<file path="src/hw/ras_pkg.sv">
// shared constants and types for the repeater authentication sequencer
package ras_pkg;
	// --------------------------------------------------------------
	// register offsets
	// --------------------------------------------------------------
	localparam logic [7:0] RAS_CTRL_ADDR = 8'h00;
	localparam logic [7:0] RAS_STAT_ADDR = 8'h01;
	localparam logic [7:0] RAS_SECRET_ADDR = 8'h03;
	localparam logic [7:0] RAS_TOPO_LO_ADDR = 8'h04;
	localparam logic [7:0] RAS_TOPO_HI_ADDR = 8'h05;
	localparam logic [7:0] RAS_HASH0_ADDR = 8'h06;
	localparam logic [7:0] RAS_TXKEY0_ADDR = 8'h10;
	localparam logic [7:0] RAS_TXKEY_LAST_ADDR = 8'h14;
	// --------------------------------------------------------------
	// field positions
	// --------------------------------------------------------------
	localparam int RAS_FWD_BIT = 0;
	localparam int RAS_REV_BIT = 1;
	localparam int RAS_ENC_BIT = 2;
	localparam int RAS_PIN0_SEL_BIT = 3;
	localparam int RAS_PIN1_SEL_BIT = 4;
	localparam int RAS_READY_BIT = 0;
	localparam int RAS_FLAG_A_BIT = 1;
	localparam int RAS_DECRYPT_BIT = 2;
	localparam int RAS_BUSY_BIT = 3;
	localparam int RAS_DEV_EXC_BIT = 7;
	localparam int RAS_DEPTH_EXC_BIT = 3;
	localparam int RAS_LIST_IDX_W = 7;
	localparam int RAS_KEY_BYTES = 5;
	// --------------------------------------------------------------
	// reset values and counts
	// --------------------------------------------------------------
	localparam logic [7:0] RAS_CTRL_RST = 8'h03;
	localparam logic [31:0] RAS_HASH_SEED = 32'h0000_0001;
	localparam int RAS_ACK_WAIT = 8;
	localparam int RAS_MAX_TRIES = 4;
	localparam int RAS_MAX_COMPARES = 3;
	typedef enum logic [1:0] {
		RAS_M_IDLE = 2'b00,
		RAS_M_WAIT = 2'b01,
		RAS_M_GAP = 2'b10
	} ras_mst_t;
endpackage

</file>
<file path="src/hw/ras_if.sv">
// control-channel carrier between the receiver and the controllers
`timescale 1ns/10ps
interface ras_if;
	logic req;
	logic src_up;
	logic we;
	logic [7:0] addr;
	logic [7:0] wdata;
	logic ack;
	logic [7:0] rdata;
	logic vsync;
	logic gpio0_o;
	logic gpio0_oe_n;
	logic gpio1_o;
	logic gpio1_oe_n;
	modport rx (input req, src_up, we, addr, wdata, vsync,
		output ack, rdata, gpio0_o, gpio0_oe_n, gpio1_o, gpio1_oe_n);
	modport ctl (output req, src_up, we, addr, wdata,
		input ack, rdata, vsync, gpio0_o, gpio0_oe_n, gpio1_o,
		gpio1_oe_n);
endinterface

</file>
<file path="src/hw/ras_ctl.sv">
// controller end: retrying access master with sequencing guards
`timescale 1ns/10ps
module ras_ctl (
	// clock and reset
	input wire logic i_core_clk,
	input wire logic i_nrst,
	// control channel and pins
	ras_if.ctl bus,
	// command from firmware
	input wire logic i_cmd_valid,
	input wire logic i_cmd_src_up,
	input wire logic i_cmd_we,
	input wire logic [7:0] i_cmd_addr,
	input wire logic [7:0] i_cmd_wdata,
	output logic o_cmd_ready,
	// command result
	output logic o_done,
	output logic o_fail,
	output logic o_refused,
	output logic [7:0] o_rdata,
	// sequencing status
	input wire logic [7:0] i_list_bytes,
	input wire logic i_hash_check,
	input wire logic i_hash_match,
	input wire logic i_revoked,
	output logic o_pin1_seen,
	output logic o_pin0_seen,
	output logic o_auth_fail,
	output logic o_protected_ok
);
	// --------------------------------------------------------------
	// state
	// --------------------------------------------------------------
	ras_pkg::ras_mst_t st_reg;
	logic src_reg, we_reg;
	logic [7:0] addr_reg, wdata_reg, rdata_reg;
	logic [3:0] wait_reg;
	logic [2:0] try_reg;
	logic done_reg, fail_reg, refused_reg;
	logic [7:0] list_cnt_reg;
	logic ready_set_reg;
	logic blocked_reg;
	logic [2:0] vs_reg, p0_reg, p1_reg;
	logic vs_filt_reg, vs_seen_reg;
	logic fail_auth_reg, match_reg;
	logic [1:0] cmp_reg;
	logic bad;

	// --------------------------------------------------------------
	// pin sampling
	// --------------------------------------------------------------
	always_ff @(posedge i_core_clk or negedge i_nrst) begin
		if (!i_nrst) begin
			vs_reg <= 3'b000;
			p0_reg <= 3'b000;
			p1_reg <= 3'b000;
			vs_filt_reg <= 1'b0;
		end else begin
			vs_reg <= {vs_reg[1:0], bus.vsync};
			p0_reg <= {p0_reg[1:0], bus.gpio0_o && !bus.gpio0_oe_n};
			p1_reg <= {p1_reg[1:0], bus.gpio1_o && !bus.gpio1_oe_n};
			if (vs_reg[1] == vs_reg[2]) begin
				vs_filt_reg <= vs_reg[2];
			end
		end
	end
	assign o_pin1_seen = p1_reg[1] && p1_reg[2];
	assign o_pin0_seen = p0_reg[1] && p0_reg[2];

	// --------------------------------------------------------------
	// guards
	// --------------------------------------------------------------
	// host encryption only after vsync fall; topology after full list;
	// channel re-enable only after ready flag written
	always_comb begin
		bad = 1'b0;
		if (i_cmd_we && i_cmd_addr == ras_pkg::RAS_CTRL_ADDR) begin
			if (i_cmd_wdata[ras_pkg::RAS_ENC_BIT] && i_cmd_src_up &&
				!vs_seen_reg) begin
				bad = 1'b1;
			end
			if (!i_cmd_src_up && i_cmd_wdata[1:0] == 2'b11 &&
				blocked_reg && !ready_set_reg) begin
				bad = 1'b1;
			end
		end
		if (i_cmd_we && i_cmd_addr == ras_pkg::RAS_TOPO_HI_ADDR &&
			list_cnt_reg < i_list_bytes) begin
			bad = 1'b1;
		end
	end

	always_ff @(posedge i_core_clk or negedge i_nrst) begin
		if (!i_nrst) begin
			vs_seen_reg <= 1'b0;
			list_cnt_reg <= 8'h00;
			ready_set_reg <= 1'b0;
			blocked_reg <= 1'b0;
		end else begin
			if (vs_filt_reg && !vs_reg[1] && !vs_reg[2]) begin
				vs_seen_reg <= 1'b1;
			end
			if (done_reg && we_reg) begin
				if (addr_reg[7]) begin
					list_cnt_reg <= list_cnt_reg + 8'h01;
				end else if (addr_reg == ras_pkg::RAS_TOPO_HI_ADDR) begin
					list_cnt_reg <= 8'h00;
				end else if (addr_reg == ras_pkg::RAS_STAT_ADDR) begin
					ready_set_reg <= wdata_reg[ras_pkg::RAS_READY_BIT];
				end else if (addr_reg == ras_pkg::RAS_CTRL_ADDR) begin
					// only a fully blocked channel waits for the ready flag
					blocked_reg <= wdata_reg[1:0] == 2'b00;
					if (wdata_reg[1:0] == 2'b11) begin
						ready_set_reg <= 1'b0;
					end
				end
			end
		end
	end

	// --------------------------------------------------------------
	// access engine with retry
	// --------------------------------------------------------------
	always_ff @(posedge i_core_clk or negedge i_nrst) begin
		if (!i_nrst) begin
			st_reg <= ras_pkg::RAS_M_IDLE;
			src_reg <= 1'b0;
			we_reg <= 1'b0;
			addr_reg <= 8'h00;
			wdata_reg <= 8'h00;
			wait_reg <= 4'h0;
			try_reg <= 3'h0;
		end else begin
			case (st_reg)
				ras_pkg::RAS_M_IDLE: begin
					if (i_cmd_valid && !bad) begin
						src_reg <= i_cmd_src_up;
						we_reg <= i_cmd_we;
						addr_reg <= i_cmd_addr;
						wdata_reg <= i_cmd_wdata;
						try_reg <= 3'h1;
						wait_reg <= 4'h0;
						st_reg <= ras_pkg::RAS_M_WAIT;
					end
				end
				ras_pkg::RAS_M_WAIT: begin
					wait_reg <= wait_reg + 4'h1;
					if (bus.ack) begin
						st_reg <= ras_pkg::RAS_M_IDLE;
					end else if (wait_reg == 4'(ras_pkg::RAS_ACK_WAIT)) begin
						// repeat until acknowledged or RAS_MAX_TRIES tries spent
						if (try_reg == 3'(ras_pkg::RAS_MAX_TRIES)) begin
							st_reg <= ras_pkg::RAS_M_IDLE;
						end else begin
							try_reg <= try_reg + 3'h1;
							wait_reg <= 4'h0;
							st_reg <= ras_pkg::RAS_M_GAP;
						end
					end
				end
				ras_pkg::RAS_M_GAP: st_reg <= ras_pkg::RAS_M_WAIT;
				default: st_reg <= ras_pkg::RAS_M_IDLE;
			endcase
		end
	end
	assign bus.req = st_reg == ras_pkg::RAS_M_WAIT && wait_reg == 4'h0;
	assign bus.src_up = src_reg;
	assign bus.we = we_reg;
	assign bus.addr = addr_reg;
	assign bus.wdata = wdata_reg;
	assign o_cmd_ready = st_reg == ras_pkg::RAS_M_IDLE;

	always_ff @(posedge i_core_clk or negedge i_nrst) begin
		if (!i_nrst) begin
			done_reg <= 1'b0;
			fail_reg <= 1'b0;
			refused_reg <= 1'b0;
			rdata_reg <= 8'h00;
		end else begin
			done_reg <= st_reg == ras_pkg::RAS_M_WAIT && bus.ack;
			fail_reg <= st_reg == ras_pkg::RAS_M_WAIT && !bus.ack &&
				wait_reg == 4'(ras_pkg::RAS_ACK_WAIT) &&
				try_reg == 3'(ras_pkg::RAS_MAX_TRIES);
			refused_reg <= o_cmd_ready && i_cmd_valid && bad;
			if (st_reg == ras_pkg::RAS_M_WAIT && bus.ack && !we_reg) begin
				rdata_reg <= bus.rdata;
			end
		end
	end
	assign o_done = done_reg;
	assign o_fail = fail_reg;
	assign o_refused = refused_reg;
	assign o_rdata = rdata_reg;

	// --------------------------------------------------------------
	// second-part verdict
	// --------------------------------------------------------------
	always_ff @(posedge i_core_clk or negedge i_nrst) begin
		if (!i_nrst) begin
			fail_auth_reg <= 1'b0;
			match_reg <= 1'b0;
			cmp_reg <= 2'h0;
		end else begin
			if (done_reg && !we_reg) begin
				if (addr_reg == ras_pkg::RAS_TOPO_LO_ADDR &&
					bus.rdata[ras_pkg::RAS_DEV_EXC_BIT]) begin
					fail_auth_reg <= 1'b1;
				end
				if (addr_reg == ras_pkg::RAS_TOPO_HI_ADDR &&
					bus.rdata[ras_pkg::RAS_DEPTH_EXC_BIT]) begin
					fail_auth_reg <= 1'b1;
				end
			end
			if (i_hash_check && !match_reg && !fail_auth_reg) begin
				if (i_hash_match) begin
					match_reg <= 1'b1;
				end else if (cmp_reg == 2'(ras_pkg::RAS_MAX_COMPARES - 1)) begin
					fail_auth_reg <= 1'b1;
				end else begin
					cmp_reg <= cmp_reg + 2'h1;
				end
			end
		end
	end
	assign o_auth_fail = fail_auth_reg;
	assign o_protected_ok = match_reg && !fail_auth_reg && !i_revoked;
endmodule

</file>
<file path="src/flat_wrapper.sv">
// flat-port wrapper written by rule: the top's interface ports become plain ports
module ras_ctl_flat 
  (i_core_clk, i_nrst, i_cmd_valid, i_cmd_src_up, i_cmd_we, i_cmd_addr, i_cmd_wdata, o_cmd_ready, o_done, o_fail, o_refused, o_rdata, i_list_bytes, i_hash_check, i_hash_match, i_revoked, o_pin1_seen, o_pin0_seen, o_auth_fail, o_protected_ok, bus_req, bus_src_up, bus_we, bus_addr, bus_wdata, bus_ack, bus_rdata, bus_vsync, bus_gpio0_o, bus_gpio0_oe_n, bus_gpio1_o, bus_gpio1_oe_n);
  ras_if bus_i ();
  input wire logic i_core_clk;
  input wire logic i_nrst;
  input wire logic i_cmd_valid;
  input wire logic i_cmd_src_up;
  input wire logic i_cmd_we;
  input wire logic [7:0] i_cmd_addr;
  input wire logic [7:0] i_cmd_wdata;
  output logic o_cmd_ready;
  output logic o_done;
  output logic o_fail;
  output logic o_refused;
  output logic [7:0] o_rdata;
  input wire logic [7:0] i_list_bytes;
  input wire logic i_hash_check;
  input wire logic i_hash_match;
  input wire logic i_revoked;
  output logic o_pin1_seen;
  output logic o_pin0_seen;
  output logic o_auth_fail;
  output logic o_protected_ok;
  output wire logic [$bits(bus_i.req)-1:0] bus_req;
  output wire logic [$bits(bus_i.src_up)-1:0] bus_src_up;
  output wire logic [$bits(bus_i.we)-1:0] bus_we;
  output wire logic [$bits(bus_i.addr)-1:0] bus_addr;
  output wire logic [$bits(bus_i.wdata)-1:0] bus_wdata;
  input wire logic [$bits(bus_i.ack)-1:0] bus_ack;
  input wire logic [$bits(bus_i.rdata)-1:0] bus_rdata;
  input wire logic [$bits(bus_i.vsync)-1:0] bus_vsync;
  input wire logic [$bits(bus_i.gpio0_o)-1:0] bus_gpio0_o;
  input wire logic [$bits(bus_i.gpio0_oe_n)-1:0] bus_gpio0_oe_n;
  input wire logic [$bits(bus_i.gpio1_o)-1:0] bus_gpio1_o;
  input wire logic [$bits(bus_i.gpio1_oe_n)-1:0] bus_gpio1_oe_n;
  assign bus_req = bus_i.req;
  assign bus_src_up = bus_i.src_up;
  assign bus_we = bus_i.we;
  assign bus_addr = bus_i.addr;
  assign bus_wdata = bus_i.wdata;
  assign bus_i.ack = bus_ack;
  assign bus_i.rdata = bus_rdata;
  assign bus_i.vsync = bus_vsync;
  assign bus_i.gpio0_o = bus_gpio0_o;
  assign bus_i.gpio0_oe_n = bus_gpio0_oe_n;
  assign bus_i.gpio1_o = bus_gpio1_o;
  assign bus_i.gpio1_oe_n = bus_gpio1_oe_n;
  ras_ctl u_core (.i_core_clk(i_core_clk), .i_nrst(i_nrst), .bus(bus_i), .i_cmd_valid(i_cmd_valid), .i_cmd_src_up(i_cmd_src_up), .i_cmd_we(i_cmd_we), .i_cmd_addr(i_cmd_addr), .i_cmd_wdata(i_cmd_wdata), .o_cmd_ready(o_cmd_ready), .o_done(o_done), .o_fail(o_fail), .o_refused(o_refused), .o_rdata(o_rdata), .i_list_bytes(i_list_bytes), .i_hash_check(i_hash_check), .i_hash_match(i_hash_match), .i_revoked(i_revoked), .o_pin1_seen(o_pin1_seen), .o_pin0_seen(o_pin0_seen), .o_auth_fail(o_auth_fail), .o_protected_ok(o_protected_ok));
endmodule
</file>
<file path="config.mk">
export PLATFORM = sky130hd
export DESIGN_NAME = ras_ctl_flat
export DESIGN_NICKNAME = d
export VERILOG_FILES = /design/src/hw/ras_pkg.sv /design/src/hw/ras_if.sv /design/src/hw/ras_ctl.sv /design/src/flat_wrapper.sv
export SDC_FILE = /design/constraint.sdc
export NUM_CORES = 1
export LEC_CHECK = 0
export BUFFER_PORTS_ARGS = -buffer_cell sky130_fd_sc_hd__buf_2
export CAP_MARGIN = 20
export CELL_PAD_IN_SITES_DETAIL_PLACEMENT = 1
export CELL_PAD_IN_SITES_GLOBAL_PLACEMENT = 1
export CORE_ASPECT_RATIO = 2
export CORE_MARGIN = 2
export CORE_UTILIZATION = 40
export DETAILED_ROUTE_END_ITERATION = 8
export PLACE_DENSITY_LB_ADDON = 0.1
export SYNTH_ARGS = -nofsm -noshare
export SYNTH_HDL_FRONTEND = slang
export SYNTH_SLANG_ARGS = --single-unit
export TNS_END_PERCENT = 10
</file>
<file path="constraint.sdc">
create_clock -name i_core_clk -period 2.95 [get_ports i_core_clk]
set_clock_uncertainty 0.05 [all_clocks]
set_input_delay 0.4425 -clock i_core_clk [delete_from_list [all_inputs] [get_ports i_core_clk]]
set_output_delay 0.4425 -clock i_core_clk [all_outputs]
set_load 0.005 [all_outputs]
</file>
==> run metrics, run 1 <==
status finished clean; Max Clock Freq 0.393 GHz; starting density of the core 41.6%; Gate Count Post-Synth 246; Clock Tree Buf Depth 2; Crit path required time 3.10 ns; Post-CTS Hold Fix Bufs 0; pwr/cell area 852 nW/um^2; vias in the first global route 2376; Layout Cells excl Fill 429; post-synth top area share 54.6%; register clock-pin slew on the reported worst setup and hold paths 0.05 ns; WP data arrival 2.69 ns; CP endpoint kind flop; post-DR vias/cell 5.14; dpl cells 413; Syn Nets 305; Startpoint Class flop; Final Hold Viols 0; Post-CTS Repair Setup Buffers 0; final setup margin 0.407 ns; synth top area cells dfrtp_1 55%, mux2_2 9.4%, ha_1 5.6%; post-synthesis sequential area ratio 54.6%; total power 3.15 mW; drt first pass iters 4; clk sinks 63; CORE AREA 6940 sq um; htree depth 3; GRT overflow 0; post-DP HPWL 5680 microns; CP Class reg2reg; Worst Max-Slew Pin Slew 0.686 ns; die area 7950 sq um; DP Worst Slack 0.268 ns; Seq cells post-synth 63; Max Slew Vio Count 0; Vias 2207; share of cells above drive strength 1 37.2%; CP max FO 25; most frequent cell after synthesis dfrtp_1; synthesized area per cell 11.7 sq um; routed len/inst 17.1 microns; final setup vio count 0; die height 124 microns; Total Routing Usage GR 20.1%; max-cap violation count 0; share of flip-flops with an asynchronous set or reset 100%; RSZ-0062 raised after global routing no; cell taking the most area after synthesis dfrtp_1; first-pass GRT wire length 11900 microns; fin crit period 2.54 ns; die width 64.1 microns; antenna viol nets, final 0; nets@finish 393; worst skew pair latency 0.32 ns; # diodes 0; initial antenna violation count 0; Core Rows 43; CTS tree yes; P&R area growth vs syn 28.0%; hold slack 0.0987 ns; period utilization 86.2%; HP Class in2async; DR iter-0 viols 90; clock buffer count from CTS 9; worst rel slew slack 54.3%; Post-synth top cells 63 x dfrtp_1, 24 x mux2_2, 18 x nand2_1; Post-synth EDFFs 0; final WL 7340 microns; Fillers 789; Post-Syn Area 2890 sq um; Top FF cell, synth dfrtp_1; Max IR drop VDD 0.524 mV; post-cts gate resize count 0; Leakage 1.80 nW; Multi-input gate area 1210 sq um; register area 1580 sq um; Syn. warnings 0; DRC viols 0; # port buffers 80; Placer Congestion 0.764; setup TNS 0 ns; largest net degree at the start of global routing 38; clk root buf clkbuf_16; post-synthesis cell type count 46; I/O pin cnt 81
-- cell families (layout without fill, tap and decap cells) --
| kind of cell | Yosys count | after routing | share of synthesized area (%) |
|---|---|---|---|
| simple gates | 76 | 76 | 14.9 |
| flops | 63 | 63 | 54.6 |
| compound gates | 43 | 43 | 9.54 |
| mux | 29 | 29 | 11.2 |
| buf+inv | 20 | 113 | 3.42 |
| fa+ha+maj | 14 | 14 | 5.98 |
| xor+xnor | 1 | 1 | 0.303 |
-- final timing paths --
check / from / cells after the start / slack, ns / end
max: u_core.list_cnt_reg[2] / 6 / 0.41 / u_core.bus.addr[7]
min: i_nrst / 1 / 0.1 / u_core.bus.addr[1]
max reg2reg: u_core.list_cnt_reg[2] / 6 / 0.41 / u_core.bus.addr[7]
min reg2reg: u_core.p1_reg[0] / 0 / 0.29 / u_core.p1_reg[1]
max in group asynchronous: i_nrst / 2 / 2.11 / u_core.p1_reg[0]
min in group i_core_clk: bus_vsync / 1 / 0.18 / u_core.vs_reg[0]
-- power breakdown --
| group | switching, mW | internal (mW) |
|---|---|---|
| combinational | 0.359 | 0.409 |
| sequential | 0.220 | 1.09 |
| clock | 0.347 | 0.719 |
| total | 0.927 | 2.22 |
-- metrics by stage --
| step | instance area, sq um | util (%) |
|---|---|---|
| floorplan | 2890 | - |
| global placement | 3380 | 48.8 |
| detailed placement | 3380 | 48.8 |
| CTS | 3690 | 53.2 |
| global route | 3690 | 53.2 |
| finish | 3690 | 53.2 |
-- layout make-up --
class	count	area share [%]
clock buffer	13	7.31
timing repair buffer	82	11.6
sequential	63	42.7
multi-input combinational	163	32.8
clock inverter	3	1.08
tap	90	3.05
inverter	15	1.52
-- cell usage in the layout, fill, tap and decap left out, types with 3 or more instances in the layout --
master | synthesis | final
a21oi_1 | 10 | 10
a31oi_1 | 7 | 7
and2_1 | 4 | 4
and3_1 | 4 | 4
buf_2 | 1 | 80
clkbuf_16 | 0 | 9
clkbuf_8 | 0 | 3
dfrtp_1 | 63 | 63
ha_1 | 13 | 13
inv_1 | 15 | 15
mux2_1 | 3 | 3
mux2_2 | 24 | 24
nand2_1 | 18 | 18
nand2b_1 | 7 | 7
nand3_1 | 5 | 5
nor2_1 | 11 | 11
nor2b_1 | 7 | 7
nor4_1 | 3 | 3
o21ai_0 | 9 | 9
-- critical path, cell delays in order, from the launching register on --
cell and delay (ns):
dfrtp_1 0.42, ha_1 0.31, o211ai_1 0.15, a211o_1 0.33, o211ai_1 0.13, o21ba_2 0.61, mux2_2 0.42
-- metal layers --
metal,routed length (microns),vias up,GRT usage [%]
met4,85,0,6.93
met5,0,-,0
li1,-,1047,-
met2,4340,50,38.6
met1,2660,1105,20.7
met3,262,5,4.88
No activity file was read; power rests on OpenSTA's default activity.
==> run 2, diff against run 1 <==
--- a/config.mk
+++ b/config.mk
@@ -6,14 +6,11 @@
 export NUM_CORES = 1
 export LEC_CHECK = 0
 export BUFFER_PORTS_ARGS = -buffer_cell sky130_fd_sc_hd__buf_2
-export CAP_MARGIN = 20
-export CELL_PAD_IN_SITES_DETAIL_PLACEMENT = 1
-export CELL_PAD_IN_SITES_GLOBAL_PLACEMENT = 1
 export CORE_ASPECT_RATIO = 2
 export CORE_MARGIN = 2
-export CORE_UTILIZATION = 40
+export CORE_UTILIZATION = 52
 export DETAILED_ROUTE_END_ITERATION = 8
-export PLACE_DENSITY_LB_ADDON = 0.1
+export PLACE_DENSITY = 0.8
 export SYNTH_ARGS = -nofsm -noshare
 export SYNTH_HDL_FRONTEND = slang
 export SYNTH_SLANG_ARGS = --single-unit
==> run metrics, run 2 (synthesis gave the netlist of run 1 again) <==
clk root buf clkbuf_8; CTS tree yes; drt first pass iters 4 (unchanged); Placer Congestion 0.965 (+26%); post-DP HPWL 4650 microns (-18%); Multi-input gate area 1210 sq um (unchanged); worst skew pair latency 0.34 ns (+0.02 ns); most frequent cells in the layout 80 x buf_2, 63 x dfrtp_1, 24 x mux2_2; Vias 2230 (+1.0%); routed len/inst 15.4 microns (-10%); Max stage delay on crit path 0.53 ns (-0.08 ns); Post-CTS Repair Setup Buffers 0 (unchanged); r2r startpoint u_core.list_cnt_reg[5]; Post-CTS Hold Fix Bufs 0 (unchanged); dpl cells 383 (-7.3%); Layout Cells excl Fill 399 (-7.0%); period utilization 80.8% (-5.4 points); Clock Tree Buf Depth 2 (unchanged); hold slack 0.164 ns (+0.0650 ns); Fillers 429 (-46%); CP max FO 22 (-12%); hold endpoint u_core.vs_reg[0]; hold path depth 1; routed length on met3 299 microns (+14%); Final Hold Viols 0 (unchanged); switching pwr 863 uW (-6.9%); crit path cell chain ha_1 -> nand4_1 -> a211o_1 -> o211ai_1 -> o21ba_2 -> mux2_2; CP Class reg2reg; nets@finish 393 (unchanged); max-cap violation count 0 (unchanged); pwr/cell area 820 nW/um^2 (-3.8%); P_int 2.07 mW (-6.9%); HP Class in2reg; worst reg2reg setup slack 0.57 ns (+0.16 ns); Top Layer Used met4; Core Rows 38 (-12%); reg2reg end u_core.bus.addr[1]; Startpoint Class flop; GRT overflow 0 (unchanged); Met1 Wirelength 2300 microns (-13%); Comb power frac 25.5% (+1.1 points); starting density of the core 53.7% (+12 points); Max Clock Freq 0.419 GHz (+6.7%); Hold Crit Start bus_vsync; Total Routing Usage GR 21.5% (+1.4 points); Leakage 1.76 nW (-2.1%); DRC viols 0 (unchanged); die width 56.7 microns (-12%); R2R depth 6 (unchanged); RSZ-0062 raised after global routing no; die height 109 microns (-12%); Max Slew Vio Count 0 (unchanged); WP data arrival 2.55 ns (-0.14 ns); Crit path required time 3.12 ns (+0.02 ns); WL met2 3350 microns (-23%); final WL 6140 microns (-16%); antenna viol nets, final 0 (unchanged); htree depth 3 (unchanged); worst rel slew slack 48.5% (-5.8 points); clock buffer count from CTS 9 (unchanged); total power 2.93 mW (-6.9%); P&R area growth vs syn 23.9%; initial antenna violation count 0 (unchanged); slowest CP cell o21ba_2; post-DR vias/cell 5.59 (+8.6%); first-pass GRT wire length 9850 microns (-17%); Reg power frac 44.5% (+2.8 points); commonest non-fill, non-tap cell in the layout buf_2; # port buffers 80 (unchanged); die area 6200 sq um (-22%); fin crit period 2.38 ns (-0.159 ns); Clock Power Share 30.0% (-3.9 points); register clock-pin slew on the reported worst setup and hold paths 0.07 ns (+0.02 ns); status finished clean; register area 1580 sq um (unchanged); CP endpoint kind flop; largest net degree at the start of global routing 64 (+68%); Worst Max-Slew Pin Slew 0.773 ns (+0.0877 ns); CORE AREA 5370 sq um (-23%); post-cts gate resize count 0 (unchanged); share of cells above drive strength 1 37.2% (unchanged); I/O pin cnt 81 (unchanged); switch share 29.4% (about the same); final setup vio count 0 (unchanged); Max IR drop VDD 0.620 mV (+18%); DR iter-0 viols 58 (-36%); # diodes 0 (unchanged); Final Core Density 66.6% (+13 points); clk sinks 63 (unchanged); vias in the first global route 2199 (-7.4%); setup TNS 0 ns (unchanged)
run 2: cell types whose count changed in the layout (fill, tap and decap cells not counted), sizes merged:
cell and delta:
bufinv +1, clkbuf +1, clkinv -2
run 2: worst max path at each step:
stage	startpoint	end	slack, ns	cells past startpoint
2_1_floorplan	i_list_bytes[2]	u_core.bus.wdata[2]	0.80	9
3_3_place_gp	i_list_bytes[2]	u_core.bus.wdata[5]	0.51	8
3_5_place_dp	i_list_bytes[2]	u_core.bus.addr[1]	0.44	8
4_1_cts	u_core.list_cnt_reg[2]	u_core.bus.addr[1]	0.55	6
5_1_grt	u_core.list_cnt_reg[2]	u_core.bus.addr[1]	0.44	6
6_report	u_core.list_cnt_reg[5]	u_core.bus.addr[1]	0.57	6
run 2: worst max-delay path, delay by kind of cell, from the launching register on:
family                   cells  cell delay (ns)
flip-flops                   1             0.44
multiplexers                 1             0.41
AO/OA/AOI/OAI                3             0.94
adder cells (fa/ha/maj)      1             0.32
AND/OR/NAND/NOR              1             0.10
run 2: routing by layer:
metal / global-route usage [%] / vias to the layer above
met2: 38.1 / 74
met4: 11.4 / 0
met1: 22.7 / 1086
li1: - / 1054
met3: 6.00 / 16
met5: 0 / -
run 2: metrics by stage:
step	cell area (sq um)	setup WS, ns
3_3_place_gp	3330	0.515
6_report	3580	0.566
5_1_grt	3580	0.443
3_5_place_dp	3330	0.436
2_1_floorplan	2890	0.795
4_1_cts	3580	0.554
run 2: power by group through the flow:
stage | Sequential, mW | Clock, mW | Combinational [mW]
6_report | 1.31 | 0.879 | 0.747
5_1_grt | 1.34 | 0.940 | 0.830
4_1_cts | 1.30 | 0.907 | 0.761
3_5_place_dp | 1.32 | 0 | 0.758
3_3_place_gp | 1.31 | 0 | 0.727
2_1_floorplan | 1.28 | 0 | 0.451
run 2: layout make-up:
type	instances	area share, %
well taps	60	2.10
clock inverters	2	1.68
clock buffers	14	5.11
multi-input cells	163	33.9
inverters	15	1.57
repair buffers	82	11.6
flip-flops and latches	63	44.1
